File: src/asirc_pkg.sv
// constants and register map of the light-sensor configuration and interrupt registers
package asirc_pkg;

    // ----------------------------------------------------------------
    // register addresses
    // ----------------------------------------------------------------
    localparam logic [7:0] ADDR_ENABLE      = 8'h80;
    localparam logic [7:0] ADDR_STATUS      = 8'h93;
    localparam logic [7:0] ADDR_CONFIG3     = 8'hab;
    localparam logic [7:0] ADDR_AUTOZERO    = 8'hd6;
    localparam logic [7:0] ADDR_INT_ENABLE  = 8'hdd;
    localparam logic [7:0] ADDR_VIS_SCALE   = 8'he6;

    // ----------------------------------------------------------------
    // field positions
    // ----------------------------------------------------------------
    localparam int BIT_POWER_ON       = 0;
    localparam int BIT_READ_CLEAR     = 7;
    localparam int BIT_SLEEP_AFTER    = 4;
    localparam int BIT_SAT_IRQ_EN     = 7;
    localparam int BIT_PROX_IRQ_EN    = 5;
    localparam int BIT_ALS_IRQ_EN     = 4;
    localparam int BIT_SAT_FLAG       = 7;
    localparam int BIT_PROX_FLAG      = 5;
    localparam int BIT_ALS_FLAG       = 4;
    localparam int BIT_CAL_FLAG       = 3;
    localparam int AZ_MSB             = 6;

    // ----------------------------------------------------------------
    // reset values and masks
    // ----------------------------------------------------------------
    localparam logic [7:0] RST_ENABLE       = 8'h00;
    localparam logic [7:0] RST_CONFIG3      = 8'h4c;
    localparam logic [7:0] RST_AUTOZERO     = 8'h7f;
    localparam logic [7:0] RST_INT_ENABLE   = 8'h00;
    localparam logic [7:0] RST_STATUS       = 8'h00;
    localparam logic [7:0] STATUS_FLAG_MASK = 8'hb8;
    localparam logic [7:0] ENABLE_MASK      = 8'h01;
    localparam logic [7:0] READ_ZERO        = 8'h00;

    // ----------------------------------------------------------------
    // autozero interval codes
    // ----------------------------------------------------------------
    localparam logic [6:0] AZ_NEVER         = 7'h00;
    localparam logic [6:0] AZ_FIRST_ONLY    = 7'h7f;
    localparam logic [6:0] AZ_COUNT_ZERO    = 7'h00;
    localparam logic [6:0] AZ_COUNT_ONE     = 7'h01;

    // factory scale value, sign in bit 7, percent in bits 6:0
    localparam logic [7:0] VIS_SCALE_DEFAULT = 8'h94;

    typedef enum logic [0:0] {
        ASIRC_RUN,
        ASIRC_ASLEEP
    } asirc_power_type;

endpackage : asirc_pkg

File: src/asirc_irq_if.sv
// signals between the register bank and its interrupt and sleep controller
`timescale 1ns/1ps
`default_nettype none
interface asirc_irq_if;
    logic       als_flag;
    logic       prox_flag;
    logic       sat_flag;
    logic       als_en;
    logic       prox_en;
    logic       sat_en;
    logic       sleep_after;
    logic       power_on;
    logic       cycle_done;
    logic       irq_active;
    logic       osc_enable;
    logic       asleep;

    modport bank (
        output als_flag, prox_flag, sat_flag, als_en, prox_en, sat_en,
               sleep_after, power_on, cycle_done,
        input  irq_active, osc_enable, asleep
    );
    modport ctrl (
        input  als_flag, prox_flag, sat_flag, als_en, prox_en, sat_en,
               sleep_after, power_on, cycle_done,
        output irq_active, osc_enable, asleep
    );
endinterface : asirc_irq_if
`default_nettype wire

File: src/asirc_irq_sleep.sv
// interrupt combining and sleep-after-interrupt oscillator control
`timescale 1ns/1ps
`default_nettype none
module asirc_irq_sleep (
    input  wire logic   mclk,
    input  wire logic   arst_n,
    asirc_irq_if.ctrl   irq
);

    asirc_pkg::asirc_power_type state_reg;
    asirc_pkg::asirc_power_type state_next;

    // ----------------------------------------------------------------
    // interrupt combine
    // ----------------------------------------------------------------
    // flag and enable pairs
    assign irq.irq_active = (irq.als_flag & irq.als_en)
                          | (irq.prox_flag & irq.prox_en)
                          | (irq.sat_flag & irq.sat_en);

    // ----------------------------------------------------------------
    // sleep state
    // ----------------------------------------------------------------
    always_comb
    begin
        state_next = state_reg;
        case (state_reg)
            asirc_pkg::ASIRC_RUN:
            begin
                if (irq.cycle_done && irq.sleep_after && irq.irq_active && irq.power_on)
                    state_next = asirc_pkg::ASIRC_ASLEEP;
            end
            asirc_pkg::ASIRC_ASLEEP:
            begin
                // clearing flags or their enables wakes; power-off also resets the state
                if (!irq.irq_active || !irq.power_on)
                    state_next = asirc_pkg::ASIRC_RUN;
            end
            default:
                state_next = asirc_pkg::ASIRC_RUN;
        endcase
    end

    always_ff @(posedge mclk or negedge arst_n)
    begin
        if (!arst_n)
            state_reg <= asirc_pkg::ASIRC_RUN;
        else
            state_reg <= state_next;
    end

    assign irq.asleep = (state_reg == asirc_pkg::ASIRC_ASLEEP);
    assign irq.osc_enable = irq.power_on & ~irq.asleep;

endmodule : asirc_irq_sleep
`default_nettype wire

File: src/asirc_regs.sv
// configuration and interrupt-control register bank of a two-channel light sensor
//
// Summary of operation
// - with clear-by-read set, a status read clears every status flag.
// - interrupt asserts on als flag with enable, or prox flag with enable.
// - sleep-after-interrupt set plus asserted interrupt stops the oscillator.
// - the sleep decision is taken when a measurement cycle completes.
// - while asleep the device acts powered off but power-on reads 1.
// - clearing status flags or their interrupt enables re-enables the oscillator; host must clear.
// - autozero interval: 0 never, n every nth cycle, 7fh first only.
// - autozero interval resets to all ones.
// - interrupt-enable bit 7 gates saturation interrupts, reset disabled.
// - visible scale factor is read-only, factory set, sign-magnitude percent.
// - writing one to a status bit clears that flag.
// - als flag sets on threshold-and-persistence event.
// - saturation flag sets when the analog front end saturates.
`timescale 1ns/1ps
`default_nettype none
module asirc_regs #(
    parameter logic [7:0] VIS_SCALE = asirc_pkg::VIS_SCALE_DEFAULT
) (
    input  wire logic          mclk,
    input  wire logic          arst_n,
    // register port from the serial-bus slave engine
    input  wire logic          reg_wr_stb,
    input  wire logic          reg_rd_stb,
    input  wire logic [7:0]    reg_addr,
    input  wire logic [7:0]    reg_wdata,
    output logic      [7:0]    reg_rdata,
    // events from the measurement core
    input  wire logic          als_thresh_evt,
    input  wire logic          prox_thresh_evt,
    input  wire logic          afe_sat_evt,
    input  wire logic          cal_done_evt,
    input  wire logic          meas_cycle_done,
    input  wire logic          als_cycle_start,
    // controls back to the core and pin
    output logic               autozero_req,
    output logic               osc_enable,
    output logic               int_pin_out,
    output logic               int_pin_oe_n
);

    // ----------------------------------------------------------------
    // storage
    // ----------------------------------------------------------------
    logic [7:0] enable_reg;
    logic [7:0] config_three_reg;
    logic [7:0] autozero_config_reg;
    logic [7:0] interrupt_enable_reg;
    logic [7:0] status_reg;
    logic [7:0] status_next;
    logic [7:0] rdata_reg;
    logic [7:0] rdata_next;
    logic [6:0] az_count_reg;
    logic [6:0] az_count_next;
    logic       az_first_reg;
    logic       az_req_reg;
    logic       az_req_next;

    asirc_irq_if irq ();

    function automatic logic hit(input logic [7:0] a, input logic [7:0] target);
        hit = (a == target);
    endfunction : hit

    // ----------------------------------------------------------------
    // decode
    // ----------------------------------------------------------------
    wire wr_enable   = reg_wr_stb & hit(reg_addr, asirc_pkg::ADDR_ENABLE);
    wire wr_config3  = reg_wr_stb & hit(reg_addr, asirc_pkg::ADDR_CONFIG3);
    wire wr_autozero = reg_wr_stb & hit(reg_addr, asirc_pkg::ADDR_AUTOZERO);
    wire wr_int_en   = reg_wr_stb & hit(reg_addr, asirc_pkg::ADDR_INT_ENABLE);
    wire wr_status   = reg_wr_stb & hit(reg_addr, asirc_pkg::ADDR_STATUS);
    wire rd_status   = reg_rd_stb & hit(reg_addr, asirc_pkg::ADDR_STATUS);

    wire        power_on    = enable_reg[asirc_pkg::BIT_POWER_ON];
    wire        read_clear  = config_three_reg[asirc_pkg::BIT_READ_CLEAR];
    wire [6:0]  az_interval = autozero_config_reg[asirc_pkg::AZ_MSB:0];

    // ----------------------------------------------------------------
    // control registers
    // ----------------------------------------------------------------
    // interval resets to all ones
    always_ff @(posedge mclk or negedge arst_n)
    begin
        if (!arst_n)
        begin
            enable_reg           <= asirc_pkg::RST_ENABLE;
            config_three_reg     <= asirc_pkg::RST_CONFIG3;
            autozero_config_reg  <= asirc_pkg::RST_AUTOZERO;
            interrupt_enable_reg <= asirc_pkg::RST_INT_ENABLE;
        end
        else
        begin
            if (wr_enable)
                enable_reg <= reg_wdata & asirc_pkg::ENABLE_MASK;
            if (wr_config3)
                config_three_reg <= reg_wdata;
            if (wr_autozero)
                autozero_config_reg <= reg_wdata;
            if (wr_int_en)
                interrupt_enable_reg <= reg_wdata;
        end
    end

    // ----------------------------------------------------------------
    // status flags
    // ----------------------------------------------------------------
    // set wins over clear so an event in the clearing cycle survives
    logic [7:0] flag_set;
    logic [7:0] flag_clr;
    always_comb
    begin
        flag_set = asirc_pkg::READ_ZERO;
        flag_set[asirc_pkg::BIT_ALS_FLAG]  = als_thresh_evt;
        flag_set[asirc_pkg::BIT_PROX_FLAG] = prox_thresh_evt;
        flag_set[asirc_pkg::BIT_SAT_FLAG]  = afe_sat_evt;
        flag_set[asirc_pkg::BIT_CAL_FLAG]  = cal_done_evt;
        flag_clr = asirc_pkg::READ_ZERO;
        if (wr_status)
            flag_clr = reg_wdata;
        if (rd_status && read_clear)
            flag_clr = asirc_pkg::STATUS_FLAG_MASK;
        status_next = ((status_reg & ~flag_clr) | flag_set) & asirc_pkg::STATUS_FLAG_MASK;
    end

    always_ff @(posedge mclk or negedge arst_n)
    begin
        if (!arst_n)
            status_reg <= asirc_pkg::RST_STATUS;
        else
            status_reg <= status_next;
    end

    // ----------------------------------------------------------------
    // interrupt and sleep controller
    // ----------------------------------------------------------------
    assign irq.als_flag    = status_reg[asirc_pkg::BIT_ALS_FLAG];
    assign irq.prox_flag   = status_reg[asirc_pkg::BIT_PROX_FLAG];
    assign irq.sat_flag    = status_reg[asirc_pkg::BIT_SAT_FLAG];
    assign irq.als_en      = interrupt_enable_reg[asirc_pkg::BIT_ALS_IRQ_EN];
    assign irq.prox_en     = interrupt_enable_reg[asirc_pkg::BIT_PROX_IRQ_EN];
    assign irq.sat_en      = interrupt_enable_reg[asirc_pkg::BIT_SAT_IRQ_EN];
    assign irq.sleep_after = config_three_reg[asirc_pkg::BIT_SLEEP_AFTER];
    assign irq.power_on    = power_on;
    assign irq.cycle_done  = meas_cycle_done;

    asirc_irq_sleep u_irq_sleep (
        .mclk   (mclk),
        .arst_n (arst_n),
        .irq    (irq.ctrl)
    );

    assign osc_enable = irq.osc_enable;
    // pin pulled low while enabled flag set
    assign int_pin_out  = 1'b0;
    assign int_pin_oe_n = ~irq.irq_active;

    // ----------------------------------------------------------------
    // autozero scheduling
    // ----------------------------------------------------------------
    // count restarts on power-off so the first cycle after power-up gets autozero
    wire az_run = als_cycle_start & irq.osc_enable;
    always_comb
    begin
        az_count_next = az_count_reg;
        az_req_next   = 1'b0;
        if (az_run)
        begin
            if (az_interval == asirc_pkg::AZ_NEVER)
                az_req_next = 1'b0;
            else if (az_interval == asirc_pkg::AZ_FIRST_ONLY)
                az_req_next = az_first_reg;
            else
            begin
                az_req_next = (az_count_reg == asirc_pkg::AZ_COUNT_ZERO);
                if (az_count_reg + asirc_pkg::AZ_COUNT_ONE >= az_interval)
                    az_count_next = asirc_pkg::AZ_COUNT_ZERO;
                else
                    az_count_next = az_count_reg + asirc_pkg::AZ_COUNT_ONE;
            end
        end
        if (!power_on)
            az_count_next = asirc_pkg::AZ_COUNT_ZERO;
    end

    always_ff @(posedge mclk or negedge arst_n)
    begin
        if (!arst_n)
        begin
            az_count_reg <= asirc_pkg::AZ_COUNT_ZERO;
            az_first_reg <= 1'b1;
            az_req_reg   <= 1'b0;
        end
        else
        begin
            az_count_reg <= az_count_next;
            az_first_reg <= power_on ? (az_first_reg & ~az_run) : 1'b1;
            az_req_reg   <= az_req_next;
        end
    end

    assign autozero_req = az_req_reg;

    // ----------------------------------------------------------------
    // read data
    // ----------------------------------------------------------------
    // power-on still reads back while asleep
    always_comb
    begin
        case (reg_addr)
            asirc_pkg::ADDR_ENABLE:     rdata_next = enable_reg;
            asirc_pkg::ADDR_STATUS:     rdata_next = status_reg;
            asirc_pkg::ADDR_CONFIG3:    rdata_next = config_three_reg;
            asirc_pkg::ADDR_AUTOZERO:   rdata_next = autozero_config_reg;
            asirc_pkg::ADDR_INT_ENABLE: rdata_next = interrupt_enable_reg;
            asirc_pkg::ADDR_VIS_SCALE:  rdata_next = VIS_SCALE;
            default:                    rdata_next = asirc_pkg::READ_ZERO;
        endcase
    end

    always_ff @(posedge mclk or negedge arst_n)
    begin
        if (!arst_n)
            rdata_reg <= asirc_pkg::READ_ZERO;
        else if (reg_rd_stb)
            rdata_reg <= rdata_next;
    end

    assign reg_rdata = rdata_reg;

endmodule : asirc_regs
`default_nettype wire

File: config.mk
export PLATFORM = sky130hd
export DESIGN_NAME = asirc_regs
export DESIGN_NICKNAME = d
export VERILOG_FILES = /design/src/asirc_pkg.sv /design/src/asirc_irq_if.sv /design/src/asirc_irq_sleep.sv /design/src/asirc_regs.sv
export SDC_FILE = /design/constraint.sdc
export NUM_CORES = 1
export LEC_CHECK = 0
export ABC_AREA = 1
export BUFFER_PORTS_ARGS = -buffer_cell sky130_fd_sc_hd__clkbuf_2
export CAP_MARGIN = 20
export CORE_MARGIN = 2
export CORE_UTILIZATION = 62
export CTS_BUF_LIST = sky130_fd_sc_hd__clkbuf_16
export CTS_CLUSTER_DIAMETER = 100
export CTS_CLUSTER_SIZE = 12
export DETAILED_ROUTE_END_ITERATION = 10
export GPL_TIMING_DRIVEN = 0
export PLACE_DENSITY = 0.91
export SYNTH_ARGS = -nofsm -noshare
export SYNTH_HDL_FRONTEND = slang
export SYNTH_SLANG_ARGS = --single-unit
File: constraint.sdc
create_clock -name mclk -period 4.8 [get_ports mclk]
set_input_delay 0.24 -clock mclk [delete_from_list [all_inputs] [get_ports mclk]]
set_output_delay 0.24 -clock mclk [all_outputs]
set_load 0.01 [all_outputs]
==> results of run 1 <==
[cells by family after synthesis]
logic type / share of synthesized area (%)
xor+xnor: 0.970
fa+ha+maj: 4.16
simple gates: 32.9
other cells: 0.138
buf+inv: 7.85
flops: 43.9
compound gates: 10.1
[routing by layer]
| metal | vias up | share of wire [%] | track usage (%) |
|---|---|---|---|
| met1 | 1176 | 43 | 39.1 |
| met2 | 111 | 48 | 48.4 |
| met4 | 0 | 2.4 | 10.3 |
| li1 | 1194 | - | - |
| met3 | 21 | 6.3 | 5.63 |
| met5 | - | 0 | 0 |
[critical path: stages, from the launching register on]
cell and delay (ns):
sky130_fd_sc_hd__dfrtp_1 0.46, sky130_fd_sc_hd__ha_1 0.26, sky130_fd_sc_hd__nand3_1 0.14, sky130_fd_sc_hd__nor2_1 0.17
sky130_fd_sc_hd__nand3_1 0.09, sky130_fd_sc_hd__nand2_1 0.11, sky130_fd_sc_hd__inv_1 0.05, sky130_fd_sc_hd__ha_1 0.29
sky130_fd_sc_hd__a21o_1 0.19, sky130_fd_sc_hd__nor2_1 0.14, sky130_fd_sc_hd__nand2_1 0.12, sky130_fd_sc_hd__nor2_1 0.20
sky130_fd_sc_hd__nand2_1 0.09, sky130_fd_sc_hd__nand2_1 0.06
[stage by stage]
| stage | total power, mW | instance area (um2) | utilization (%) | setup slack, ns |
|---|---|---|---|---|
| finish | 1.11 | 3180 | 74.0 | 2.38 |
| global route | 1.15 | 3180 | 74.0 | 2.20 |
| CTS | 1.10 | 3150 | 73.3 | 2.43 |
| detailed placement | 0.652 | 2960 | 68.8 | 2.57 |
| global placement | 0.641 | 2960 | 68.8 | 2.61 |
| floorplan | 0.586 | 2710 | - | 2.82 |
[cell type report]
class	count	area [um2]
Sequential cell	47	1190
Clock inverter	3	67.6
Inverter	42	160
Fill cell	317	1120
Multi-Input combinational cell	248	1310
Tap cell	52	65.1
Timing Repair Buffer	38	210
Buffer	6	52.6
Clock buffer	5	125
[final timing paths]
path                       slack (ns)                     end
setup / recovery                 2.38         az_count_reg[3]
setup reg to reg                 2.38         az_count_reg[3]
min in group asynchronous        0.40           status_reg[7]
max in group asynchronous        3.82  autozero_config_reg[3]
hold reg to reg                  0.48            reg_rdata[6]
hold / removal                   0.13           status_reg[4]
[power by group through the flow]
| stage | clock [mW] | sequential (mW) | combinational [mW] |
|---|---|---|---|
| floorplan | 0 | 0.464 | 0.123 |
| global placement | 0 | 0.467 | 0.174 |
| detailed placement | 0 | 0.469 | 0.184 |
| CTS | 0.449 | 0.465 | 0.190 |
| global route | 0.460 | 0.468 | 0.222 |
| finish | 0.446 | 0.465 | 0.196 |
[synth_stat cells, drive strengths merged]
cell type / number / area share [%]
a21oi: 3 / 0.55
clkbuf: 1 / 0.14
clkinv: 1 / 0.14
ha: 9 / 4.2
o211ai: 2 / 0.55
nor3b: 1 / 0.69
o21bai: 3 / 0.83
nor3: 4 / 0.74
buf: 5 / 1.8
nand3: 37 / 7.0
xor2: 3 / 0.97
a211oi: 1 / 0.28
dfrtp: 36 / 33
a21o: 1 / 0.28
conb: 1 / 0.14
dfstp: 11 / 11
nand2: 107 / 16
nand4: 4 / 0.92
nor2: 31 / 7.6
o21ai: 41 / 7.6
inv: 41 / 5.8
==> qor.json, run 1 <==
{
  "synth": {
    "synth_seq_area_share_pct": 43.9,
    "number_of_different_library_cells_in_the_post_synthesis_netlist": 30,
    "postSynthCellCount": 343,
    "ys_warn_count": 0,
    "ys_seq_elements": 47,
    "mappedNetlistNets": 378,
    "syn-mean-instance-area_um2": 7.90,
    "netlist_area_before_placement_um2": 2710
  },
  "grt": {
    "first_pass_grt_wire_length_um": 11400,
    "largest_net_degree_at_the_start_of_global_routing": 48,
    "initial_antenna_violation_count": 0,
    "global_route.usage.total_pct": 29.4,
    "gr_ovfl_total": 0,
    "grt_pass1_vias": 2492
  },
  "layout": {
    "antennaDiodeCount": 0,
    "final_net_count": 423,
    "layout.cells.non_filler": 441,
    "final_common_cell": "sky130_fd_sc_hd__nand2_1",
    "area.growth.synth_to_final_pct": 17.3,
    "final_layout_size_suffix_gt1_share_pct": 21.3,
    "mostFrequentLayoutCells": "sky130_fd_sc_hd__nand2_1, sky130_fd_sc_hd__inv_1, sky130_fd_sc_hd__nand3_1, sky130_fd_sc_hd__dfrtp_1, sky130_fd_sc_hd__clkbuf_2"
  },
  "sta": {
    "finalHoldViolations": 0,
    "fmax_mhz": 413,
    "min_period_over_period_pct": 50.4,
    "maxSlewViolCount": 0,
    "grt_setup_unrepaired": "no",
    "skew_ns": 0.00338,
    "fin_setup_tns_ns": 0,
    "worst_hold_slack_ns": 0.131,
    "layout_min_cycle_time_ns": 2.42,
    "setup_viol": 0
  },
  "run_status": {
    "status": "finished, final reports clean"
  },
  "die": {
    "coreArea_um2": 4290,
    "rows": 24,
    "die-area_um2": 4920,
    "horizontal_extent_of_the_die_um": 70.1,
    "design.portCount": 38,
    "initial_standard_cell_utilization_of_the_core_pct": 63.1,
    "die_y_um": 70.1
  },
  "clocking": {
    "cts_tree": "yes",
    "cts_post_setup_buffers_inserted": 0,
    "cts-root-buf": "sky130_fd_sc_hd__clkbuf_16",
    "cts_made_buffers": 5,
    "clk-insertion-delay-late_ns": 0.29,
    "deepest_clock_path_buffer_count": 2,
    "clock-sinks": 47,
    "post_cts.resized_instances": 0,
    "clk_pin_slew_ns": 0.06,
    "hold_bufs_inserted_after_cts": 0,
    "htree_levels": 2
  },
  "place": {
    "dp_hpwl_um": 4710,
    "numPlacedInstances": 431,
    "numPortBuffers": 36,
    "routabilityCongestion": 0.854
  },
  "power_and_ir_drop": {
    "switching_share_pct": 27.2,
    "irDropWorstVdd_mv": 0.218,
    "power.static_leakage_nw": 1.78,
    "internal_power_mw": 0.806,
    "clockPowerShare_pct": 40.3,
    "sequential_fraction_of_design_power_pct": 42.0,
    "power-per-cell-area_nw_per_um2": 348,
    "power.combinational.fraction_pct": 17.7,
    "switching_power_mw": 0.301
  },
  "critical_path": {
    "critical_path_required_ns": 5.03,
    "critical_path_class": "flip-flop to flip-flop",
    "worstRegToRegCells": 13,
    "timing.critical_path.from_type": "flip-flop",
    "end_kind": "flip-flop",
    "startpoint": "az_count_reg[0]",
    "worstPathMaxFanout": 5,
    "worst-endpoint-arrival_ns": 2.65,
    "critical_path.reg2reg.startpoint": "az_count_reg[0]"
  },
  "detailed_routing": {
    "postRouteWirelength_um": 6640,
    "drc": 0,
    "detail_route.vias_per_cell": 5.67,
    "drt-pass1-iter-count": 5,
    "via_count": 2502,
    "drt_iter0_drc": 189,
    "final_antenna_net_count": 0,
    "detail_route.wl_per_cell_um": 15.1
  },
  "hold_path": {
    "worst_hold_startpoint": "als_thresh_evt",
    "timing.hold.worst_path_depth": 3,
    "worstHoldPathType": "primary input to flip-flop"
  },
  "flow_run": {
    "cap_viol_max_count": 0
  }
}
Note: power is estimated with default switching activity, not from simulation.
==> run 2: changes to the inputs <==
- ABC_AREA: 1 -> 0
- CORE_UTILIZATION: 62 -> 52
- PLACE_DENSITY: 0.91 -> 0.82
- clock period: 4.8 -> 2 ns (I/O delays scaled with it)
==> run 2 against run 1 <==
Against the previous run:
- the flow now finishes with violations (setup timing)
- die area increased by 16%
- power increased by 86%
- sequential share of layout area down 1.8 points
- synthesized area fell by 1.6%
- cell area increased by 5.6%
- clock skew increased by 0.0016 ns
- sequential power grew 120%
- clock-buffer cell count unchanged
- routed wire length decreased by 3.9%
- first-iteration DRC count increased by 13%
- critical path depth fell by 3
- largest power group unchanged
==> qor.json, run 2 <==
{
  "run_status": {
    "status": "complete, but fails checks",
    "violated_checks": "setup timing"
  },
  "sta": {
    "min_period_over_period": {"value": 114, "unit": "%", "change": "+63 points"},
    "fmax": {"value": 440, "unit": "MHz", "change": "+6.5%"},
    "skew": {"value": 0.00498, "unit": "ns", "change": "+0.00161 ns"},
    "setup_viol": {"value": 7, "change": "+7"},
    "maxSlewViolCount": {"value": 0, "change": "unchanged"},
    "timing.final.ws_setup": {"value": -0.272, "unit": "ns", "change": "-2.65 ns"},
    "maxSlewHeadroom_pct": 54.5,
    "finalHoldViolations": {"value": 0, "change": "unchanged"},
    "layout_min_cycle_time": {"value": 2.27, "unit": "ns", "change": "-0.148 ns"},
    "fin_setup_tns": {"value": -1.36, "unit": "ns", "change": "-1.36 ns"},
    "max_slew.worst_pin.slew_ns": 0.679,
    "grt_setup_unrepaired": "yes"
  },
  "grt": {
    "gr_ovfl_total": {"value": 0, "change": "unchanged"},
    "first_pass_grt_wire_length": {"value": 9830, "unit": "um", "change": "-14%"},
    "largest_net_degree_at_the_start_of_global_routing": {"value": 30, "change": "-38%"},
    "grt_pass1_vias": {"value": 2033, "change": "-18%"},
    "initial_antenna_violation_count": {"value": 0, "change": "unchanged"},
    "global_route.usage.total": {"value": 23.0, "unit": "%", "change": "-6.3 points"}
  },
  "layout": {
    "final_net_count": {"value": 334, "change": "-21%"},
    "post_route_cell_area": {"value": 3360, "unit": "um2", "change": "+5.6%"},
    "final_common_cell": "sky130_fd_sc_hd__clkbuf_2",
    "final_layout_size_suffix_gt1_share": {"value": 44.0, "unit": "%", "change": "+23 points"},
    "fill_cells": {"value": 351, "change": "+11%"},
    "mostFrequentLayoutCells": "sky130_fd_sc_hd__clkbuf_2, sky130_fd_sc_hd__dfrtp_1, sky130_fd_sc_hd__mux2_2, sky130_fd_sc_hd__nand2_1, sky130_fd_sc_hd__buf_4",
    "layout.cells.non_filler": {"value": 370, "change": "-16%"},
    "antennaDiodeCount": {"value": 0, "change": "unchanged"},
    "post-route-util": {"value": 66.6, "unit": "%", "change": "-7.4 points"},
    "area.growth.synth_to_final_pct": 25.8
  },
  "critical_path": {
    "timing.critical_path.from_type": "flip-flop",
    "critical_path_required": {"value": 2.20, "unit": "ns", "change": "-2.83 ns"},
    "critical_path.reg2reg.startpoint": "az_count_reg[0]",
    "end_kind": "flip-flop",
    "worstRegToRegCells": {"value": 10, "change": "-3"},
    "timing.critical_path.cells": "buf_4 > nand3_4 > nor2_4 > xor2_2 > ha_1 > a21o_1 > a2111oi_4 > buf_4 > o2111ai_1 > o211ai_1",
    "startpoint": "az_count_reg[0]",
    "critical_path_class": "flip-flop to flip-flop",
    "critical_path.endpoint": "az_count_reg[2]",
    "r2r-end": "az_count_reg[2]",
    "worstPathMaxFanout": {"value": 4, "change": "-1"},
    "critPathMaxStageDelay": {"value": 0.43, "unit": "ns", "change": "-0.03 ns"},
    "r2r_setup_slack": {"value": -0.27, "unit": "ns", "change": "-2.65 ns"},
    "cell_with_the_most_instances_on_the_worst_path": "sky130_fd_sc_hd__buf_4",
    "cell_with_the_largest_stage_delay_on_the_worst_path": "sky130_fd_sc_hd__dfrtp_2",
    "worst-endpoint-arrival": {"value": 2.48, "unit": "ns", "change": "-0.17 ns"}
  },
  "synth": {
    "synth_most_common_cell": "sky130_fd_sc_hd__dfrtp_1",
    "synth_seq_area_share": {"value": 44.6, "unit": "%", "change": "+0.70 points"},
    "mappedNetlistNets": {"value": 277, "change": "-27%"},
    "netlist.top_cell.by_area": "sky130_fd_sc_hd__dfrtp_1",
    "syn-mean-instance-area": {"value": 11.0, "unit": "um2", "change": "+40%"},
    "ys_seq_elements": {"value": 47, "change": "unchanged"},
    "postSynth.topFlopCell": "sky130_fd_sc_hd__dfrtp_1",
    "yosysTopAreaCellShare": {"value": 33.8, "unit": "%", "change": "+0.53 points"},
    "postSynth.asyncResetShare": {"value": 100, "unit": "%", "change": "unchanged"},
    "post_synth_most_frequent_cells": "sky130_fd_sc_hd__dfrtp_1, sky130_fd_sc_hd__mux2_2, sky130_fd_sc_hd__nand2_1",
    "netlist_area_before_placement": {"value": 2670, "unit": "um2", "change": "-1.6%"},
    "synth-edff-count": {"value": 0, "change": "unchanged"},
    "ys_warn_count": {"value": 0, "change": "unchanged"},
    "number_of_different_library_cells_in_the_post_synthesis_netlist": {"value": 54, "change": "+80%"},
    "postSynthCellCount": {"value": 242, "change": "-29%"},
    "synth.area.top_cells": "sky130_fd_sc_hd__dfrtp_1, sky130_fd_sc_hd__dfstp_2, sky130_fd_sc_hd__mux2_2, sky130_fd_sc_hd__ha_1, sky130_fd_sc_hd__nand2_1"
  },
  "clocking": {
    "clock-sinks": {"value": 47, "change": "unchanged"},
    "clk-insertion-delay-late": {"value": 0.29, "unit": "ns", "change": "about the same"},
    "cts_tree": "yes",
    "htree_levels": {"value": 2, "change": "unchanged"},
    "clk_pin_slew": {"value": 0.07, "unit": "ns", "change": "about the same"},
    "deepest_clock_path_buffer_count": {"value": 2, "change": "unchanged"},
    "cts-root-buf": "sky130_fd_sc_hd__clkbuf_16",
    "cts_made_buffers": {"value": 5, "change": "unchanged"}
  },
  "die": {
    "die_y": {"value": 75.6, "unit": "um", "change": "+7.9%"},
    "die-area": {"value": 5720, "unit": "um2", "change": "+16%"},
    "initial_standard_cell_utilization_of_the_core": {"value": 52.9, "unit": "%", "change": "-10 points"},
    "horizontal_extent_of_the_die": {"value": 75.6, "unit": "um", "change": "+7.9%"},
    "rows": {"value": 26, "change": "+8.3%"},
    "coreArea": {"value": 5040, "unit": "um2", "change": "+17%"},
    "design.portCount": {"value": 38, "change": "unchanged"}
  },
  "power_and_ir_drop": {
    "internal_power": {"value": 1.55, "unit": "mW", "change": "+92%"},
    "sequential_fraction_of_design_power": {"value": 49.0, "unit": "%", "change": "+7.0 points"},
    "power.static_leakage": {"value": 1.49, "unit": "nW", "change": "-16%"},
    "power.combinational.fraction": {"value": 10.4, "unit": "%", "change": "-7.3 points"},
    "irDropWorstVdd": {"value": 0.565, "unit": "mV", "change": "+160%"},
    "clockPowerShare": {"value": 40.6, "unit": "%", "change": "+0.3 points"},
    "power-per-cell-area": {"value": 613, "unit": "nW/um2", "change": "+76%"},
    "switching_share": {"value": 24.8, "unit": "%", "change": "-2.4 points"},
    "switching_power": {"value": 0.510, "unit": "mW", "change": "+69%"}
  },
  "flow_run": {
    "cap_viol_max_count": {"value": 0, "change": "unchanged"}
  },
  "hold_path": {
    "worstHoldPathType": "primary input to flip-flop"
  },
  "place": {
    "numPlacedInstances": {"value": 345, "change": "-20%"},
    "dp_hpwl": {"value": 4290, "unit": "um", "change": "-9.0%"},
    "numPortBuffers": {"value": 32, "change": "-11%"},
    "routabilityCongestion": {"value": 0.831, "change": "-2.8%"},
    "placedInstanceArea": {"value": 2970, "unit": "um2", "change": "+0.51%"}
  },
  "detailed_routing": {
    "detail_route.vias_per_cell": {"value": 5.84, "change": "+2.9%"},
    "detail_route.wl_per_cell": {"value": 17.2, "unit": "um", "change": "+15%"},
    "postRouteWirelength": {"value": 6380, "unit": "um", "change": "-3.9%"},
    "final_antenna_net_count": {"value": 0, "change": "unchanged"},
    "drt_iter0_drc": {"value": 213, "change": "+13%"},
    "via_count": {"value": 2160, "change": "-14%"},
    "drt-pass1-iter-count": {"value": 4, "change": "-1"},
    "drc": {"value": 0, "change": "unchanged"}
  }
}
## run 2: worst min-delay path by stage
| stage | from | endpoint | slack (ns) | cells past startpoint |
|---|---|---|---|---|
| after floorplan | arst_n | autozero_config_reg[7] | -0.20 | 0 |
| after global placement | als_thresh_evt | status_reg[4] | 0.29 | 2 |
| after detailed placement | arst_n | az_count_reg[4] | 0.09 | 1 |
| after CTS | reg_wdata[2] | config_three_reg[2] | 0.08 | 2 |
| after global routing | reg_wdata[6] | interrupt_enable_reg[6] | 0.08 | 2 |
| final | reg_wdata[6] | interrupt_enable_reg[6] | 0.08 | 2 |
## run 2: critical path, delay by kind of cell (launching register included)
kind | cells | cell delay, ns
AOI/OAI and AO/OA | 4 | 0.81
DFF | 1 | 0.43
buffers and inverters | 2 | 0.34
adders and majority gates | 1 | 0.32
xor gates and xnor gates | 1 | 0.18
and+or+nand+nor | 2 | 0.12
## run 2: layout make-up
cell class	count	area, um2	area share [%]
buffer	6	52.6	1.57
clock buffer	5	125	3.73
clock inverter	3	25.0	0.745
inverter	13	48.8	1.45
multi-input combinational	175	1480	44.2
sequential	47	1190	35.6
tap	70	87.6	2.61
timing repair buffer	51	339	10.1
## run 2: cell families (layout without fill, tap and decap cells)
| kind of cell | Yosys count | after routing | share of synthesized area [%] |
|---|---|---|---|
| adders and majority gates | 9 | 9 | 4.22 |
| xor gates and xnor gates | 5 | 5 | 1.64 |
| buffers and inverters | 20 | 78 | 3.99 |
| AOI/OAI and AO/OA | 63 | 63 | 18.9 |
| other | 1 | 1 | 0.141 |
| DFF | 47 | 47 | 44.6 |
| muxes | 25 | 25 | 10.7 |
| and+or+nand+nor | 72 | 72 | 15.9 |
## run 2: routing by layer
layer / GRT usage [%] / share of wire (%)
met1: 32.4 / 45
met2: 36.9 / 49
met3: 4.50 / 4.4
met4: 5.65 / 1.9
met5: 0 / 0
## run 2: stage by stage
step | setup slack [ns] | hold slack (ns) | power [mW]
final | -0.272 | 0.0759 | 2.06
after global placement | -0.319 | 0.291 | 1.20
after CTS | -0.273 | 0.0774 | 2.06
after floorplan | -0.0916 | -0.196 | 1.13
after detailed placement | -0.379 | 0.0874 | 1.21
after global routing | -0.344 | 0.0795 | 2.14
## run 2: power by group through the flow
stage	Combinational, mW	Clock [mW]	Sequential (mW)
after floorplan	0.111	0	1.02
after global placement	0.177	0	1.02
after detailed placement	0.187	0	1.02
after CTS	0.204	0.843	1.01
after global routing	0.231	0.895	1.01
final	0.213	0.835	1.01
## run 2: what timing repair did
action                                  4_1_cts  5_1_grt
hold buffers                                  5        0
pin swaps                                    10        9
hold endpoints to repair                     15        0
gates resized for setup                      12        8
endpoints found under the setup margin        7        7
buffers inserted                              9        4
==> run 3: changes to the inputs <==
- CTS_CLUSTER_SIZE: 12 -> 30
- PLACE_DENSITY: 0.82 -> 0.79
==> run 3 against run 2 <==
Against the previous run:
- non-clock buffer count fell by 6
- highest routed layer unchanged
- critical path depth did not move
- clock skew barely moved
- global-route usage fell by 0.60 points
- register-to-register slack got worse by 0.05 ns
- sequential share of layout area rose by 0.91 points
- the flow still finishes with violations (setup timing)
- clock-buffer cell count did not move
==> qor.json, run 3 (synthesis results as in run 2) <==
{
  "detailed_routing": {
    "detail_route.wl_per_cell": {"value": 16.2, "unit": "um", "change": "-6.0%"},
    "drc": {"value": 0, "change": "unchanged"},
    "final_antenna_net_count": {"value": 0, "change": "unchanged"},
    "detail_route.vias_per_cell": {"value": 5.78, "change": "-0.99%"},
    "via_count": {"value": 2104, "change": "-2.6%"},
    "drt_iter0_drc": {"value": 112, "change": "-47%"},
    "postRouteWirelength": {"value": 5900, "unit": "um", "change": "-7.6%"},
    "drt-pass1-iter-count": {"value": 4, "change": "unchanged"}
  },
  "critical_path": {
    "startpoint": "az_count_reg[1]",
    "end_kind": "flip-flop",
    "r2r-end": "az_count_reg[2]",
    "crit_buf_inv": {"value": 2, "change": "unchanged"},
    "worstRegToRegCells": {"value": 10, "change": "unchanged"},
    "critical_path.reg2reg.startpoint": "az_count_reg[1]",
    "worstPathMaxFanout": {"value": 4, "change": "unchanged"},
    "critical_path_class": "flip-flop to flip-flop",
    "cell_family_with_the_largest_share_of_critical_path_delay": "compound AO/OA/AOI/OAI gates",
    "worst-endpoint-arrival": {"value": 2.52, "unit": "ns", "change": "+0.04 ns"},
    "critical_path.endpoint": "az_count_reg[2]",
    "timing.critical_path.from_type": "flip-flop",
    "r2r_setup_slack": {"value": -0.32, "unit": "ns", "change": "-0.05 ns"},
    "cell_with_the_largest_stage_delay_on_the_worst_path": "sky130_fd_sc_hd__a2111oi_4",
    "critPathMaxStageDelay": {"value": 0.43, "unit": "ns", "change": "about the same"},
    "critical_path_required": {"value": 2.20, "unit": "ns", "change": "about the same"},
    "timing.critical_path.cells": "buf_6 > ha_4 > nand3_4 > nor2_2 > xor2_1 > ha_1 > a2111oi_4 > buf_4 > o2111ai_2 > o211ai_1",
    "path_depth": {"value": 10, "change": "unchanged"}
  },
  "die": {
    "die-area": {"value": 5720, "unit": "um2", "change": "unchanged"},
    "rows": {"value": 26, "change": "unchanged"},
    "design.portCount": {"value": 38, "change": "unchanged"},
    "die_y": {"value": 75.6, "unit": "um", "change": "unchanged"},
    "initial_standard_cell_utilization_of_the_core": {"value": 52.9, "unit": "%", "change": "unchanged"},
    "horizontal_extent_of_the_die": {"value": 75.6, "unit": "um", "change": "unchanged"},
    "coreArea": {"value": 5040, "unit": "um2", "change": "unchanged"}
  },
  "clocking": {
    "clk_pin_slew": {"value": 0.06, "unit": "ns", "change": "about the same"},
    "deepest_clock_path_buffer_count": {"value": 2, "change": "unchanged"},
    "htree_levels": {"value": 2, "change": "unchanged"},
    "cts-root-buf": "sky130_fd_sc_hd__clkbuf_16",
    "cts_tree": "yes",
    "cts_made_buffers": {"value": 5, "change": "unchanged"},
    "clock-sinks": {"value": 47, "change": "unchanged"},
    "clk-insertion-delay-late": {"value": 0.29, "unit": "ns", "change": "about the same"}
  },
  "run_status": {
    "violated_checks": "setup timing",
    "status": "complete, but fails checks"
  },
  "power_and_ir_drop": {
    "totalPowerFinal": {"value": 2.13, "unit": "mW", "change": "+3.7%"},
    "power.static_leakage": {"value": 1.47, "unit": "nW", "change": "-1.4%"},
    "irDropWorstVdd": {"value": 0.528, "unit": "mV", "change": "-6.5%"},
    "power-per-cell-area": {"value": 652, "unit": "nW/um2", "change": "+6.5%"}
  },
  "sta": {
    "finalHoldViolations": {"value": 0, "change": "unchanged"},
    "grt_setup_unrepaired": "yes",
    "setup_viol": {"value": 7, "change": "unchanged"},
    "max_slew.worst_pin.slew": {"value": 0.689, "unit": "ns", "change": "+0.00955 ns"},
    "layout_min_cycle_time": {"value": 2.32, "unit": "ns", "change": "+0.0481 ns"},
    "skew": {"value": 0.00501, "unit": "ns", "change": "+0.0000279 ns"},
    "min_period_over_period": {"value": 116, "unit": "%", "change": "+2.4 points"},
    "maxSlewViolCount": {"value": 0, "change": "unchanged"},
    "fmax": {"value": 431, "unit": "MHz", "change": "-2.1%"},
    "timing.final.ws_setup": {"value": -0.320, "unit": "ns", "change": "-0.0481 ns"},
    "maxSlewHeadroom": {"value": 53.8, "unit": "%", "change": "-0.64 points"},
    "fin_setup_tns": {"value": -1.75, "unit": "ns", "change": "-0.394 ns"}
  },
  "layout": {
    "antennaDiodeCount": {"value": 0, "change": "unchanged"},
    "area.growth.synth_to_final_pct": 22.6,
    "final_net_count": {"value": 328, "change": "-1.8%"},
    "post-route-util": {"value": 64.8, "unit": "%", "change": "-1.7 points"},
    "final_layout_size_suffix_gt1_share": {"value": 40.8, "unit": "%", "change": "-3.2 points"},
    "mostFrequentLayoutCells": "sky130_fd_sc_hd__clkbuf_2, sky130_fd_sc_hd__dfrtp_1, sky130_fd_sc_hd__mux2_2, sky130_fd_sc_hd__nand2_1",
    "layout.cells.non_filler": {"value": 364, "change": "-1.6%"}
  },
  "place": {
    "dp_hpwl": {"value": 4250, "unit": "um", "change": "-0.73%"},
    "numPlacedInstances": {"value": 345, "change": "unchanged"},
    "detailedPlace.worstSlack": {"value": -0.376, "unit": "ns", "change": "+0.00253 ns"},
    "numPortBuffers": {"value": 32, "change": "unchanged"},
    "routabilityCongestion": {"value": 0.852, "change": "+2.6%"}
  },
  "grt": {
    "initial_antenna_violation_count": {"value": 0, "change": "unchanged"},
    "grt_pass1_vias": {"value": 1991, "change": "-2.1%"},
    "largest_net_degree_at_the_start_of_global_routing": {"value": 26, "change": "-13%"},
    "first_pass_grt_wire_length": {"value": 9440, "unit": "um", "change": "-4.0%"},
    "gr_ovfl_total": {"value": 0, "change": "unchanged"},
    "global_route.usage.total": {"value": 22.4, "unit": "%", "change": "-0.60 points"}
  },
  "hold_path": {
    "worstHoldPathType": "primary input to flip-flop"
  },
  "flow_run": {
    "cap_viol_max_count": {"value": 0, "change": "unchanged"}
  }
}
run 3: changes by cell type in the layout (fill, tap and decap cells not counted), moves of 2 or more:
cell	previous run	this run
sky130_fd_sc_hd__o21ai_0	6	8
sky130_fd_sc_hd__clkinv_4	2	0
sky130_fd_sc_hd__xor2_2	3	0
sky130_fd_sc_hd__nor2_4	2	0
sky130_fd_sc_hd__xor2_1	0	3
sky130_fd_sc_hd__buf_4	13	10
sky130_fd_sc_hd__nor2_2	0	2
sky130_fd_sc_hd__buf_6	4	2
run 3: worst min path at each step:
stage | slack, ns | from | end | depth (start not counted)
after floorplan | -0.20 | arst_n | autozero_config_reg[7] | 0
after global placement | 0.29 | als_thresh_evt | status_reg[4] | 2
after detailed placement | 0.16 | arst_n | status_reg[5] | 1
after CTS | 0.006 | afe_sat_evt | status_reg[7] | 2
after global routing | 0.02 | afe_sat_evt | status_reg[7] | 2
final | 0.01 | afe_sat_evt | status_reg[7] | 2
run 3: layer usage:
layer	global-route usage, %	part of all wire (%)	wire length (um)
met1	30.7	46	2720
met3	4.23	4.8	283
met4	8.97	1.5	91
met2	35.4	48	2800
met5	0	0	0
run 3: what timing repair did:
item                                    in CTS  in global routing
hold endpoints to repair                    20                  0
hold buffers                                 4                  0
buffers inserted                             4                  4
endpoints found under the setup margin       7                  7
gates resized for setup                      6                  1
pin swaps                                    2                  6
run 3: final cells by class:
| class | count | area [um2] |
|---|---|---|
| clock buffers | 5 | 125 |
| clock inverters | 3 | 38.8 |
| multi-input cells | 175 | 1430 |
| flip-flops and latches | 47 | 1190 |
| repair buffers | 45 | 292 |
| well taps | 70 | 87.6 |
| plain buffers | 6 | 52.6 |
| fillers | 395 | 1770 |
| inverters | 13 | 48.8 |
run 3: report_power, final:
group / leakage, nW / switching, mW / internal, mW
logic: 0.799 / 0.114 / 0.0884
clock network: 0.0812 / 0.340 / 0.583
registers: 0.588 / 0.0227 / 0.985
total: 1.47 / 0.477 / 1.66
run 3: per-stage QoR:
stage	hold slack [ns]	area, um2
4_1_cts	0.00553	3230
3_3_place_gp	0.291	2950
2_1_floorplan	-0.196	2700
6_report	0.00966	3270
3_5_place_dp	0.164	2980
5_1_grt	0.0194	3270
